`src/core/ism_regs.vh`:
```
// register map, field positions and mapping constants of the indicator slot mapper
`ifndef ISM_REGS_VH
`define ISM_REGS_VH

// ---------------------------------------------------------------
// register byte addresses
// ---------------------------------------------------------------
`define ISM_ADDR_W      12
`define ISM_ADR_CTRL    12'h000
`define ISM_ADR_CWORD   12'h004
`define ISM_ADR_STATUS  12'h008

// ---------------------------------------------------------------
// control register fields
// ---------------------------------------------------------------
`define ISM_CTRL_START  0
`define ISM_CTRL_SPLIT  1
`define ISM_CTRL_REP8   2
`define ISM_CTRL_COMP   3
`define ISM_CTRL_SFR    4
`define ISM_CTRL_GAP4   5
`define ISM_CTRL_FIRST  11:8
`define ISM_CTRL_LAST   15:12
`define ISM_CTRL_NFLD   19:16
`define ISM_CTRL_RST    20'h00000

// ---------------------------------------------------------------
// code word register fields
// ---------------------------------------------------------------
`define ISM_CW_W        30
`define ISM_CW1         29:15
`define ISM_CW2         14:0
`define ISM_CW_RST      30'h00000000

// ---------------------------------------------------------------
// status register fields
// ---------------------------------------------------------------
`define ISM_ST_BUSY     0
`define ISM_ST_DONE     1
`define ISM_ST_SLOT     7:4
`define ISM_ST_COUNT    14:8

// ---------------------------------------------------------------
// frame and sequence constants
// ---------------------------------------------------------------
`define ISM_LAST_SLOT   4'he
`define ISM_C_2BIT      7'h1d
`define ISM_C_8BIT      7'h77
`define ISM_Z_2BIT      4'h2
`define ISM_Z_8BIT      4'h8
`define ISM_ZH_2BIT     4'h3
`define ISM_ZH_8BIT     4'hc
`define ISM_MOD         8'h1e
`define ISM_GAP3_FIRST  4'h3
`define ISM_GAP4_EMPTY  4'h4

`endif

```
`src/core/ism_slot_mapper.v`:
```
// indicator slot mapper: apb registers, slot schedule and serial bit output
//
// What this block does
// - split mode maps two 15-bit code words
// - low spreading factor sends each bit four times
// - split repetition: word1 bit four, word2 four
// - compressed placement follows puncture or halving method
// - two bits unsplit: sequence equals code word
// - eight bits unsplit: repetitions per bit, 119
// - split two bits: word2, word1 alternate
// - split eight bits: repeats word2 then word1
// - puncturing keeps all bits; Z is (C+1)/15
// - gap3: slots 3+2x carry 1.5Z bits
// - gap3: slots 4+2x carry Z bits
// - gap4: slot 4 carries no bits
// - gap4: slots 5+x carry 1.5Z bits
// - uplink halving repeats bits to fill capacity
// - E is 29 minus first*width mod 30
// - repeats continue downward from index E mod 30
// - send originals descending, then the repeats
// - within a slot higher bit goes first
//
// Local design decisions: register access over APB and the placing of the registers.
`include "ism_regs.vh"

module ism_slot_mapper (
  input  wire                   pclk,
  input  wire                   presetn,
  input  wire                   psel,
  input  wire                   penable,
  input  wire                   pwrite,
  input  wire [`ISM_ADDR_W-1:0] paddr,
  input  wire [31:0]            pwdata,
  output reg  [31:0]            prdata,
  output wire                   pready,
  output reg                    pslverr,
  output wire                   map_valid,
  input  wire                   map_ready,
  output reg                    map_bit,
  output reg  [3:0]             map_slot,
  output reg                    map_frame_end
);

  // ---------------------------------------------------------------
  // states
  // ---------------------------------------------------------------
  localparam [1:0] ST_IDLE = 2'b00;
  localparam [1:0] ST_LOAD = 2'b01;
  localparam [1:0] ST_EMIT = 2'b10;

  reg [1:0]            state_q;
  reg [1:0]            state_d;
  reg [19:0]           ctrl_q;
  reg [`ISM_CW_W-1:0]  cword_q;
  reg                  done_q;
  reg [3:0]            slot_q;
  reg [3:0]            cnt_q;
  reg [6:0]            idx_q;
  reg                  wrap_q;
  reg [6:0]            sent_q;
  reg [3:0]            slot_d;
  reg [3:0]            cnt_d;
  reg [6:0]            idx_d;
  reg                  wrap_d;
  reg [6:0]            sent_d;
  wire                 c_bit;

  wire split   = ctrl_q[`ISM_CTRL_SPLIT];
  wire rep8    = ctrl_q[`ISM_CTRL_REP8];
  wire comp    = ctrl_q[`ISM_CTRL_COMP];
  wire sfr     = ctrl_q[`ISM_CTRL_SFR];
  wire gap4    = ctrl_q[`ISM_CTRL_GAP4];
  wire [3:0] first_gap = ctrl_q[`ISM_CTRL_FIRST];
  wire [3:0] last_gap  = ctrl_q[`ISM_CTRL_LAST];
  wire [3:0] nfld      = ctrl_q[`ISM_CTRL_NFLD];

  // ---------------------------------------------------------------
  // helpers
  // ---------------------------------------------------------------
  // bits that a slot carries for the current settings
  function [3:0] slot_bits;
    input [3:0] s;
    input       f_comp;
    input       f_sfr;
    input       f_gap4;
    input       f_rep8;
    input [3:0] f_first;
    input [3:0] f_last;
    input [3:0] f_n;
    reg   [3:0] z;
    reg   [3:0] zh;
    begin
      z  = f_rep8 ? `ISM_Z_8BIT : `ISM_Z_2BIT;
      zh = f_rep8 ? `ISM_ZH_8BIT : `ISM_ZH_2BIT;
      if (!f_comp)
        slot_bits = z;
      else if (f_sfr) begin
        if (s >= f_first && s <= f_last)
          slot_bits = 4'h0;
        else
          slot_bits = f_n;
      end else if (f_gap4) begin
        if (s <= `ISM_GAP4_EMPTY)
          slot_bits = 4'h0;
        else
          slot_bits = zh;
      end else begin
        if (s < `ISM_GAP3_FIRST)
          slot_bits = 4'h0;
        else if (s[0])
          slot_bits = zh;
        else
          slot_bits = z;
      end
    end
  endfunction

  // reduces a small product modulo thirty
  function [4:0] mod30;
    input [7:0] v;
    reg   [7:0] r;
    begin
      r     = v % `ISM_MOD;
      mod30 = r[4:0];
    end
  endfunction

  // first sequence index of a frame: the top of c for the bit density
  function [6:0] start_idx;
    input f_rep8;
    begin
      start_idx = f_rep8 ? `ISM_C_8BIT : `ISM_C_2BIT;
    end
  endfunction

  wire [7:0] first_prod = first_gap * nfld;
  wire [4:0] e_idx      = 5'd29 - mod30(first_prod);
  wire [3:0] cur_bits   = slot_bits(slot_q, comp, sfr, gap4, rep8,
                                    first_gap, last_gap, nfld);
  wire       slot_full  = (cnt_q == cur_bits);
  wire       last_slot  = (slot_q == `ISM_LAST_SLOT);
  // repeats only exist under uplink halving, at either bit density
  wire       rep_mode   = comp & sfr;

  // ---------------------------------------------------------------
  // sequence bit lookup
  // ---------------------------------------------------------------
  ism_seq_pick u_pick (
    .cword (cword_q),
    .split (split),
    .rep8  (rep8),
    .idx   (idx_q),
    .c_bit (c_bit)
  );

  // ---------------------------------------------------------------
  // apb slave
  // ---------------------------------------------------------------
  // zero wait states: every access completes in its first access cycle
  assign pready = 1'b1;

  wire acc      = psel & penable;
  wire wr       = acc & pwrite;
  wire busy     = (state_q != ST_IDLE);
  wire hit_ctrl = (paddr == `ISM_ADR_CTRL);
  wire hit_cw   = (paddr == `ISM_ADR_CWORD);
  wire hit_st   = (paddr == `ISM_ADR_STATUS);
  wire start    = wr & hit_ctrl & ~busy & pwdata[`ISM_CTRL_START];

  always @* begin
    prdata  = 32'h00000000;
    pslverr = 1'b0;
    if (acc) begin
      if (hit_ctrl)
        prdata = {12'h000, ctrl_q[19:1], 1'b0};
      else if (hit_cw)
        prdata = {2'b00, cword_q};
      else if (hit_st)
        prdata = {17'h00000, sent_q, slot_q, 2'b00, done_q, busy};
      else
        pslverr = 1'b1;
    end
  end

  // settings are frozen while a frame is mapped
  always @(posedge pclk or negedge presetn) begin
    if (!presetn) begin
      ctrl_q  <= `ISM_CTRL_RST;
      cword_q <= `ISM_CW_RST;
    end else if (wr & ~busy) begin
      if (hit_ctrl)
        ctrl_q <= {pwdata[19:1], 1'b0};
      if (hit_cw)
        cword_q <= pwdata[`ISM_CW_W-1:0];
    end
  end

  // done: set by frame end, cleared by writing one; set wins
  wire frame_done = (state_q == ST_LOAD) & slot_full & last_slot;

  always @(posedge pclk or negedge presetn) begin
    if (!presetn)
      done_q <= 1'b0;
    else if (frame_done)
      done_q <= 1'b1;
    else if (wr & hit_st & pwdata[`ISM_ST_DONE])
      done_q <= 1'b0;
  end

  // ---------------------------------------------------------------
  // slot schedule
  // ---------------------------------------------------------------
  always @* begin
    state_d = state_q;
    case (state_q)
      ST_IDLE: begin
        if (start)
          state_d = ST_LOAD;
      end
      ST_LOAD: begin
        if (!slot_full)
          state_d = ST_EMIT;
        else if (last_slot)
          state_d = ST_IDLE;
      end
      ST_EMIT: begin
        if (map_ready)
          state_d = ST_LOAD;
      end
      default: state_d = ST_IDLE;
    endcase
  end

  assign map_valid = (state_q == ST_EMIT);

  // ---------------------------------------------------------------
  // next schedule values
  // ---------------------------------------------------------------
  // the start index comes from the start write itself: ctrl_q only takes
  // the new settings at that same edge, so it still holds the old density
  always @* begin
    slot_d = slot_q;
    cnt_d  = cnt_q;
    idx_d  = idx_q;
    wrap_d = wrap_q;
    sent_d = sent_q;
    case (state_q)
      ST_IDLE: begin
        if (start) begin
          slot_d = 4'h0;
          cnt_d  = 4'h0;
          idx_d  = start_idx(pwdata[`ISM_CTRL_REP8]);
          wrap_d = 1'b0;
          sent_d = 7'h00;
        end
      end
      ST_LOAD: begin
        if (slot_full & ~last_slot) begin
          slot_d = slot_q + 4'h1;
          cnt_d  = 4'h0;
        end
      end
      ST_EMIT: begin
        if (map_ready) begin
          cnt_d  = cnt_q + 4'h1;
          sent_d = sent_q + 7'h01;
          if (rep_mode & ~wrap_q & (idx_q == 7'h00)) begin
            idx_d  = {2'b00, e_idx};
            wrap_d = 1'b1;
          end else if (wrap_q & (idx_q == 7'h00))
            idx_d = `ISM_C_2BIT;
          else if (idx_q != 7'h00)
            idx_d = idx_q - 7'h01;
          // outside halving a sequence is never exhausted before its slots are: the
          // slot counts above add up to C+1 in every puncture case
        end
      end
      default: ;
    endcase
  end

  // ---------------------------------------------------------------
  // schedule and output registers
  // ---------------------------------------------------------------
  always @(posedge pclk or negedge presetn) begin
    if (!presetn) begin
      state_q       <= ST_IDLE;
      slot_q        <= 4'h0;
      cnt_q         <= 4'h0;
      idx_q         <= 7'h00;
      wrap_q        <= 1'b0;
      sent_q        <= 7'h00;
      map_bit       <= 1'b0;
      map_slot      <= 4'h0;
      map_frame_end <= 1'b0;
    end else begin
      state_q <= state_d;
      slot_q  <= slot_d;
      cnt_q   <= cnt_d;
      idx_q   <= idx_d;
      wrap_q  <= wrap_d;
      sent_q  <= sent_d;
      if ((state_q == ST_LOAD) & ~slot_full) begin
        // indices count down in every mode; under halving the repeats restart at E after index 0
        map_bit       <= c_bit;
        map_slot      <= slot_q;
        map_frame_end <= last_slot & (cnt_q + 4'h1 == cur_bits);
      end
    end
  end

endmodule // ism_slot_mapper

```
`src/core/ism_seq_pick.v`:
```
// picks one bit of the serial indicator sequence c from the code words
`include "ism_regs.vh"

module ism_seq_pick (
  input  wire [`ISM_CW_W-1:0] cword,
  input  wire                 split,
  input  wire                 rep8,
  input  wire [6:0]           idx,
  output reg                  c_bit
);

  reg [6:0] unit_idx;
  reg [3:0] pos;

  // ---------------------------------------------------------------
  // sequence selection
  // ---------------------------------------------------------------
  // four repeats of one bit share a value, so index/4 names the code bit
  always @* begin
    unit_idx = rep8 ? {2'b00, idx[6:2]} : idx;
    pos      = unit_idx[4:1];
    if (split) begin
      if (unit_idx[0])
        c_bit = cword[15 + pos];
      else
        c_bit = cword[pos];
    end else begin
      if (unit_idx[4:0] < 5'd30)
        c_bit = cword[unit_idx[4:0]];
      else
        c_bit = 1'b0;
    end
  end

endmodule // ism_seq_pick

```
`config.mk`:
```
export PLATFORM = sky130hd
export DESIGN_NAME = ism_slot_mapper
export DESIGN_NICKNAME = d
export VERILOG_FILES = /design/src/core/ism_slot_mapper.v /design/src/core/ism_seq_pick.v
export VERILOG_INCLUDE_DIRS = /design/src /design/src/core
export SDC_FILE = /design/constraint.sdc
export NUM_CORES = 1
export LEC_CHECK = 0
export BUFFER_PORTS_ARGS = -buffer_cell sky130_fd_sc_hd__buf_4
export CORE_MARGIN = 1.5
export CORE_UTILIZATION = 59
export CTS_BUF_LIST = sky130_fd_sc_hd__clkbuf_4 sky130_fd_sc_hd__clkbuf_8 sky130_fd_sc_hd__clkbuf_16
export DETAILED_ROUTE_END_ITERATION = 10
export PLACE_DENSITY = 0.93
export SYNTH_ARGS = -nofsm -noshare
export SYNTH_HDL_FRONTEND = slang
export SYNTH_SLANG_ARGS = --single-unit
export TNS_END_PERCENT = 50
```
`constraint.sdc`:
```
create_clock -name pclk -period 7.2 [get_ports pclk]
set_input_delay 0.72 -clock pclk [delete_from_list [all_inputs] [get_ports pclk]]
set_output_delay 0.72 -clock pclk [all_outputs]
set_load 0.02 [all_outputs]
```
==> results of run 1 <==
[cell usage in the layout (no fill, tap or decap), drive strengths merged, types with 8 or more instances in the layout]
cell	synthesis	routed
buf	10	90
dfrtp	81	81
nand2	65	65
nor2	63	63
mux2	50	50
mux2i	38	38
inv	31	36
a21oi	35	35
o21ai	34	34
ha	31	31
nand3	23	23
and2	21	21
nor3	16	16
xnor2	13	13
xor2	11	11
clkbuf	24	9
nor2b	8	8
a22oi	8	8
a21o	8	8
[report_power, final]
part           switching (mW)  internal, mW
combinational           0.355         0.253
clock                   0.195         0.136
sequential             0.0898         0.515
total                   0.640         0.904
[registers in the layout (all words and copies together), names as in the netlist]
register and count:
cnt_q 4, ctrl_q 19, cword_q 30, done_q 1, idx_q 7, map_bit 1
map_frame_end 1, map_slot 4, sent_q 7, slot_q 4, state_q 2, wrap_q 1
[worst reg2reg max path: stages (launching register included)]
cell and delay, ns:
dfrtp_1 0.49, nand2_1 0.12, fa_1 0.54, fa_1 0.63, inv_1 0.06, ha_1 0.34, a211oi_2 0.28, nor2_2 0.11
nor2_1 0.23, ha_1 0.24, and4_1 0.28, nand2_1 0.08, o22a_1 0.20, nand3b_1 0.33, o21ai_0 0.18, a21oi_1 0.34
a2bb2oi_1 0.17, ha_1 0.34, mux2_2 0.27, ha_1 0.21, xor2_1 0.20, and3_1 0.18, o21ai_1 0.05, a21oi_1 0.18
[cell families (layout without fill, tap and decap cells)]
kind of cell,after synthesis,after routing,synth area share (%)
simple gates,232,232,17.8
compound gates,150,150,16.9
mux,94,94,17.4
flops,81,81,32.5
buf+inv,66,138,4.22
fa+ha+maj,36,36,7.69
xor+xnor,24,24,3.37
other cells,2,3,0.121
[routing by layer]
layer / vias up / GRT usage, %
li1: 2594 / -
met1: 2785 / 40.7
met2: 309 / 48.6
met3: 43 / 5.50
met4: 0 / 8.59
met5: - / 0
[path summary, 6_finish.rpt]
| kind | startpoint | end | slack, ns |
|---|---|---|---|
| max in group asynchronous | presetn | idx_q[0] | 6.00 |
| min reg2reg | ctrl_q[7] | ctrl_q[7] | 0.53 |
| min | presetn | cword_q[28] | 0.50 |
| max | ctrl_q[19] | idx_q[3] | 1.07 |
| max reg2reg | ctrl_q[19] | idx_q[3] | 1.07 |
| min in group pclk | ctrl_q[7] | ctrl_q[7] | 0.53 |
[per-stage QoR]
step	area [sq um]	utilization (%)
3_5_place_dp	6940	67.5
6_report	7130	69.4
5_1_grt	7130	69.4
2_1_floorplan	6230	-
4_1_cts	7130	69.4
3_3_place_gp	6940	67.5
[cell type report]
| type | count | area (sq um) | area share [%] |
|---|---|---|---|
| repair buffers | 90 | 676 | 9.47 |
| flip-flops and latches | 81 | 2030 | 28.4 |
| inverters | 32 | 120 | 1.68 |
| well taps | 136 | 170 | 2.39 |
| clock buffers | 9 | 124 | 1.74 |
| multi-input cells | 539 | 3950 | 55.4 |
| clock inverters | 7 | 67.6 | 0.947 |
==> impl_metrics.yaml, run 1 <==
worst_setup_path:
  worst_ep_arrival_time_ns: 6.41
  cp-end-kind: "flop"
  cp_num_buf_inv: 1
  worstPathCellList: "nand2_1 > fa_1 > fa_1 > inv_1 > ha_1 > a211oi_2 > nor2_2 > nor2_1 > ha_1 > and4_1 > nand2_1 > o22a_1 > nand3b_1 > o21ai_0 > a21oi_1 > a2bb2oi_1 > ha_1 > mux2_2 > ha_1 > xor2_1 > and3_1 > o21ai_1 > a21oi_1"
  crit_fanout: 8
  cp.required_ns: 7.48
  cp-start-kind: "flop"
  slowest_delay_ns: 0.63
  crit_path_frequent_cell: "ha_1"
  path_class: "flop to flop"
  reg2reg_depth: 23
  cp_top_family: "adder cells"
  cp.depth: 23
  slowest_stage: "fa_1"
layout:
  drive_above_1_share_pct: 24.0
  antennaDiodeCount: 0
  layout-area-overhead-vs-synth_pct: 14.5
  fillCellCount: 735
  instances_no_fill: 894
  layout.nets: 838
place:
  place_ws_ns: 1.20
  gp_congestion: 0.917
  port_buffers: 85
  placed_cells: 878
  hpwl_mm: 12.2
floorplan:
  die_area_sq_um: 11200
  io_pins: 91
  rows: 37
  start_util_pct: 60.6
  coreArea_sq_um: 10300
  die_h_um: 106
  dieWidth_um: 106
routing:
  dr_wl_met3_mm: 1.34
  ant_nets: 0
  routed_wl_mm: 16.5
  num_vias: 5731
  first_pass_iters: 5
  highest_layer: "met4"
  wl_met1_mm: 6.77
  wl_per_cell_um: 18.5
  drt_iter0_drc: 548
  vias_per_cell: 6.41
  drc: 0
  wl_met2_mm: 8.01
sta:
  clock-skew-final_ns: 0.0177
  slew_headroom_pct: 28.5
  hold_viol: 0
  worst_hold_slack_ns: 0.504
  fin_ws_ns: 1.07
  finalMaxSlewViolations: 0
  rsz0062_at_grt: "no"
  fin_crit_ns: 6.13
  finalSetupViolCount: 0
  period_share_pct: 85.2
  worst_pin_slew_ns: 1.06
  fmax_mhz: 163
  tns_ns: 0
logic_synthesis:
  synth-main-ff-cell: "dfrtp_1"
  ys_ff_latch: 81
  yosys-top-cells-count: "dfrtp_1 (81), nand2_1 (65), nor2_1 (61)"
  ys_async_sr_fraction_pct: 100
  synth_edf_count: 0
  synth_cell_types: 77
  synth_area_sq_um: 6230
  ys_warn_count: 0
  avgSynthCellArea_sq_um: 9.10
  seq_area_frac_synth_pct: 32.5
  synth.most_common_cell: "dfrtp_1"
  syn-instance-count: 685
  synth_area_leaders: "dfrtp_1 (33%), mux2_2 (8.9%), ha_1 (6.2%), mux2i_1 (6.1%), nand2_1 (3.9%)"
  synth.largest_area_cell: "dfrtp_1"
  synth_top_area_share_pct: 32.5
power:
  power.leakage_nw: 3.36
  peakVddDrop_uv: 204
  p_total_mw: 1.54
  p_per_area_nw_per_um2: 217
clock_tree:
  postCtsSetupRepairBufs: 0
  insertion_delay_ns: 0.37
  cts_root_buf: "clkbuf_8"
  clockBufferDepth: 2
  clkTransAtPathRegs_ns: 0.09
  holdBufCountCts: 0
  cts_tree: "yes"
  cts_buffers: 9
  numClockSinks: 81
  cts_max_level: 3
  cts_resized: 0
global_routing:
  antenna_found_initial: 0
  grt_usage_pct: 29.8
  grt_pass1_wl_mm: 26.8
  grt_pass1_vias: 5438
  overflow: 0
  grt_start_max_net_pins: 82
worst_hold_path:
  hold_path.class: "input port to asynchronous set/reset pin"
run:
  drv_cap: 0
status:
  status: "complete, no violations"
Power figures use the tool's default switching activity.
==> run 2: changes to the inputs <==
- CORE_ASPECT_RATIO: not set -> 1.75
- TNS_END_PERCENT: 50 -> not set
==> impl_metrics.yaml, run 2 (synthesized netlist as in run 1, its figures left out) <==
status:
  status: "complete, no violations"
routing:
  ant_nets: 0
  wl_per_cell_um: 19.9
  routed_wl_mm: 17.6
  num_vias: 5900
  first_pass_iters: 5
  drt_iter0_drc: 539
  drc: 0
  vias_per_cell: 6.66
worst_setup_path:
  crit_fanout: 8
  slowest_delay_ns: 0.62
  cp.required_ns: 7.46
  slowest_stage: "fa_1"
  cp_num_buf_inv: 1
  worstPathCellList: "nand2_1 > fa_1 > fa_1 > inv_1 > ha_1 > a211oi_2 > nor2_2 > nor2_1 > ha_1 > and4_1 > nand2_1 > o22a_1 > nand3b_1 > o21ai_0 > a21oi_1 > a2bb2oi_1 > ha_1 > mux2_2 > ha_1 > xor2_1 > and3_1 > o21ai_1 > a21oi_1"
  worst_ep_arrival_time_ns: 6.34
  cp_top_family: "adder cells"
  cp-end-kind: "flop"
  path_class: "flop to flop"
  crit_path_frequent_cell: "ha_1"
  cp-start-kind: "flop"
layout:
  drive_above_1_share_pct: 24.1
  top_register: "cword_q"
  multi_input_area_sq_um: 3950
  instances_no_fill: 886
  reg_top3: "cword_q: 30 flops, ctrl_q: 19 flops"
  layout-area-overhead-vs-synth_pct: 16.2
  largest_register_ffs: 30
  final_common_cell: "buf_4"
  seq_area_sq_um: 2030
  layout.nets: 839
  fillCellCount: 721
  antennaDiodeCount: 0
  mostFrequentLayoutCells: "buf_4 (91), dfrtp_1 (81), nand2_1 (65), nor2_1 (61), mux2_2 (49)"
  final_util_pct: 70.3
clock_tree:
  cts_resized: 0
  cts_tree: "yes"
  holdBufCountCts: 0
  numClockSinks: 81
  cts_max_level: 3
  cts_root_buf: "clkbuf_16"
  clkTransAtPathRegs_ns: 0.06
  cts_buffers: 9
  postCtsSetupRepairBufs: 0
  insertion_delay_ns: 0.34
  clockBufferDepth: 2
place:
  hpwl_mm: 12.8
  place_ws_ns: 1.27
  port_buffers: 85
  placed_cells: 870
  gp_congestion: 0.920
sta:
  worst_pin_slew_ns: 1.16
  rsz0062_at_grt: "no"
  fin_crit_ns: 6.08
  finalMaxSlewViolations: 0
  fmax_mhz: 164
  clock-skew-final_ns: 0.00604
  tns_ns: 0
  hold_viol: 0
  fin_ws_ns: 1.12
  period_share_pct: 84.5
  finalSetupViolCount: 0
  slew_headroom_pct: 22.2
global_routing:
  grt_pass1_wl_mm: 28.6
  grt_usage_pct: 32.9
  grt_start_max_net_pins: 82
  overflow: 0
  grt_pass1_vias: 5924
  antenna_found_initial: 0
floorplan:
  dieWidth_um: 80.7
  rows: 49
  start_util_pct: 60.5
  die_h_um: 139
  io_pins: 91
  coreArea_sq_um: 10300
  die_area_sq_um: 11200
power:
  p_per_area_nw_per_um2: 234
  power.leakage_nw: 3.41
  p_total_mw: 1.69
  peakVddDrop_uv: 257
run:
  drv_cap: 0
worst_hold_path:
  hold_path.class: "flop to flop"
## run 2: worst paths after layout
kind | end | slack [ns] | startpoint | depth (start not counted)
setup / recovery | idx_q[3] | 1.12 | ctrl_q[8] | 23
hold / removal | done_q | 0.52 | done_q | 2
setup reg to reg | idx_q[3] | 1.12 | ctrl_q[8] | 23
hold reg to reg | done_q | 0.52 | done_q | 2
max in group asynchronous | idx_q[3] | 5.99 | presetn | 1
min in group asynchronous | cword_q[6] | 0.54 | presetn | 1
## run 2: layer usage
metal	up-vias	track usage, %	routed length [um]
li1	2610	-	-
met1	2768	36.7	6010
met2	403	55.6	9130
met3	119	5.13	1260
met4	0	22.6	1250
met5	-	0	0
## run 2: final cells by class
| cell class | count | share of cell area [%] |
|---|---|---|
| sequential | 81 | 28.0 |
| timing repair buffer | 91 | 9.43 |
| inverter | 32 | 1.66 |
| clock inverter | 6 | 0.898 |
| tap | 127 | 2.19 |
| multi-input combinational | 539 | 54.5 |
| clock buffer | 10 | 3.30 |
## run 2: where the power goes
group / internal [mW] / switching, mW
clock network: 0.278 / 0.183
registers: 0.516 / 0.0872
logic: 0.255 / 0.371
total: 1.05 / 0.642
## run 2: through the flow
stage / cell area, sq um / hold slack, ns
after CTS: 7240 / 0.519
after global placement: 6940 / 0.496
after floorplan: 6230 / 0.424
after detailed placement: 6940 / 0.502
final: 7240 / 0.519
after global routing: 7240 / 0.542
## run 2: worst register-to-register path: stages, from the launching register on
cell and delay (ns):
dfrtp_1 0.51, nand2_1 0.13, fa_1 0.53, fa_1 0.62, inv_1 0.06, ha_1 0.34
a211oi_2 0.30, nor2_2 0.11, nor2_1 0.20, ha_1 0.23, and4_1 0.27, nand2_1 0.08
o22a_1 0.20, nand3b_1 0.30, o21ai_0 0.17, a21oi_1 0.30, a2bb2oi_1 0.17, ha_1 0.34
mux2_2 0.27, ha_1 0.21, xor2_1 0.22, and3_1 0.20, o21ai_1 0.07, a21oi_1 0.16
==> run 3: changes to the inputs <==
- ABC_AREA: not set -> 1
- CORE_UTILIZATION: 59 -> 58
- PLACE_DENSITY: 0.93 -> 0.92
- clock period: 7.2 -> 6.13 ns (I/O delays scaled with it)
==> impl_metrics.yaml, run 3 <==
sta:
  fin_crit_ns: 5.23
  rsz0062_at_grt: "no"
  slew_headroom_pct: 42.0
  period_share_pct: 85.3
  finalMaxSlewViolations: 0
  clock-skew-final_ns: 0.00566
  worst_pin_slew_ns: 0.867
  hold_viol: 0
  finalSetupViolCount: 0
  tns_ns: 0
  fmax_mhz: 191
  worst_hold_slack_ns: 0.186
global_routing:
  grt_pass1_vias: 6188
  grt_usage_pct: 32.7
  grt_pass1_wl_mm: 28.6
  antenna_found_initial: 0
  grt_start_max_net_pins: 59
  overflow: 0
worst_setup_path:
  slowest_delay_ns: 0.63
  worst_ep_arrival_time_ns: 5.41
  cp_top_family: "adder cells"
  crit_path_frequent_cell: "nand2_1"
  reg2reg_slack_ns: 0.90
  path_class: "flop to flop"
  cp_num_buf_inv: 3
  slowest_stage: "fa_1"
  cp-end-kind: "flop"
  crit_fanout: 7
  cp.required_ns: 6.31
  cp-start-kind: "flop"
worst_hold_path:
  hold_path.class: "input port to asynchronous set/reset pin"
layout:
  top_register: "cword_q"
  drive_above_1_share_pct: 16.6
  fillCellCount: 814
  reg_top3: "cword_q: 30 flops, ctrl_q: 19 flops"
  largest_register_ffs: 30
  instances_no_fill: 1060
  antennaDiodeCount: 0
  layout.nets: 1013
  mostFrequentLayoutCells: "nand2_1 (196), inv_1 (122), o21ai_0 (89), buf_4 (89), dfrtp_1 (81)"
  layout-area-overhead-vs-synth_pct: 16.8
  final_common_cell: "nand2_1"
  fin_area_sq_um: 7140
clock_tree:
  postCtsSetupRepairBufs: 0
  cts_resized: 0
  clockBufferDepth: 2
  insertion_delay_ns: 0.34
  cts_buffers: 9
  clkTransAtPathRegs_ns: 0.06
  cts_max_level: 3
  cts_root_buf: "clkbuf_16"
  holdBufCountCts: 0
  cts_tree: "yes"
  numClockSinks: 81
logic_synthesis:
  seq_area_frac_synth_pct: 33.2
  synth.largest_area_cell: "dfrtp_1"
  synth_area_leaders: "dfrtp_1 (33%), nand2_1 (12%), inv_1 (7.5%), o21ai_0 (7.3%), ha_1 (6.3%)"
  avgSynthCellArea_sq_um: 7.13
  ys_async_sr_fraction_pct: 100
  ys_warn_count: 0
  synth_top_area_share_pct: 33.2
  syn-instance-count: 858
  ys_ff_latch: 81
  synth_edf_count: 0
  synth_cell_types: 55
  synth-main-ff-cell: "dfrtp_1"
  synth.most_common_cell: "nand2_1"
  synth_area_sq_um: 6110
  yosys-top-cells-count: "nand2_1 (196), inv_1 (122), o21ai_0 (89)"
floorplan:
  coreArea_sq_um: 10200
  rows: 49
  dieWidth_um: 80.6
  start_util_pct: 59.7
  io_pins: 91
  die_h_um: 139
  die_area_sq_um: 11200
routing:
  ant_nets: 0
  first_pass_iters: 8
  wl_per_cell_um: 16.3
  vias_per_cell: 6.05
  drc: 0
  routed_wl_mm: 17.3
  drt_iter0_drc: 722
  num_vias: 6411
place:
  placed_cells: 1044
  hpwl_mm: 12.7
  detailed_place.area_sq_um: 6820
  port_buffers: 85
  gp_congestion: 0.949
run:
  drv_cap: 0
power:
  peakVddDrop_uv: 174
  power.leakage_nw: 3.58
  p_per_area_nw_per_um2: 167
status:
  status: "complete, no violations"
[run 3: worst paths after layout]
kind,from,end,cells past startpoint
worst min register to register,map_bit,map_bit,2
worst max register to register,ctrl_q[19],idx_q[2],31
worst min-delay path,presetn,cword_q[17],1
worst max-delay path,ctrl_q[19],idx_q[2],31
max in group asynchronous,presetn,slot_q[3],2
min in group pclk,map_bit,map_bit,2
[run 3: area by class of cell]
cell class	count	area, sq um	share of cell area, %
Tap cell	127	159	2.23
Sequential cell	81	2030	28.4
Multi-Input combinational cell	618	3480	48.7
Clock inverter	4	76.3	1.07
Clock buffer	12	248	3.47
Inverter	129	484	6.78
Timing Repair Buffer	89	668	9.36
[run 3: layer usage]
| metal | vias to the layer above | wire (um) | part of all wire, % | GRT usage, % |
|---|---|---|---|---|
| met4 | 0 | 1080 | 6.2 | 20.6 |
| li1 | 2973 | - | - | - |
| met3 | 93 | 1070 | 6.2 | 6.18 |
| met2 | 329 | 9120 | 53 | 55.8 |
| met1 | 3016 | 6040 | 35 | 36.1 |
| met5 | - | 0 | 0 | 0 |
[run 3: cells by family (layout without fill, tap and decap cells)]
| logic type | Yosys count | count (layout) | synth area share [%] |
|---|---|---|---|
| buf+inv | 160 | 234 | 10.0 |
| flops | 81 | 81 | 33.2 |
| fa+ha+maj | 35 | 35 | 7.65 |
| simple gates | 349 | 349 | 25.8 |
| xor+xnor | 14 | 14 | 2.44 |
| other cells | 2 | 3 | 0.123 |
| mux | 3 | 3 | 0.532 |
| compound gates | 214 | 214 | 20.3 |
[run 3: where the power goes]
group	total, mW	leakage [nW]	internal (mW)	switching, mW
combinational	0.0648	2.38	0.0273	0.0375
clock	0.589	0.158	0.372	0.217
sequential	0.538	1.04	0.536	0.00156
[run 3: through the flow]
step / total power [mW] / worst slack (ns) / utilization [%]
after floorplan: 0.570 / 1.47 / -
after global placement: 0.611 / 1.05 / 66.6
after detailed placement: 0.611 / 0.993 / 66.6
after CTS: 1.20 / 0.917 / 69.7
after global routing: 1.23 / 0.523 / 69.7
final: 1.19 / 0.901 / 69.7
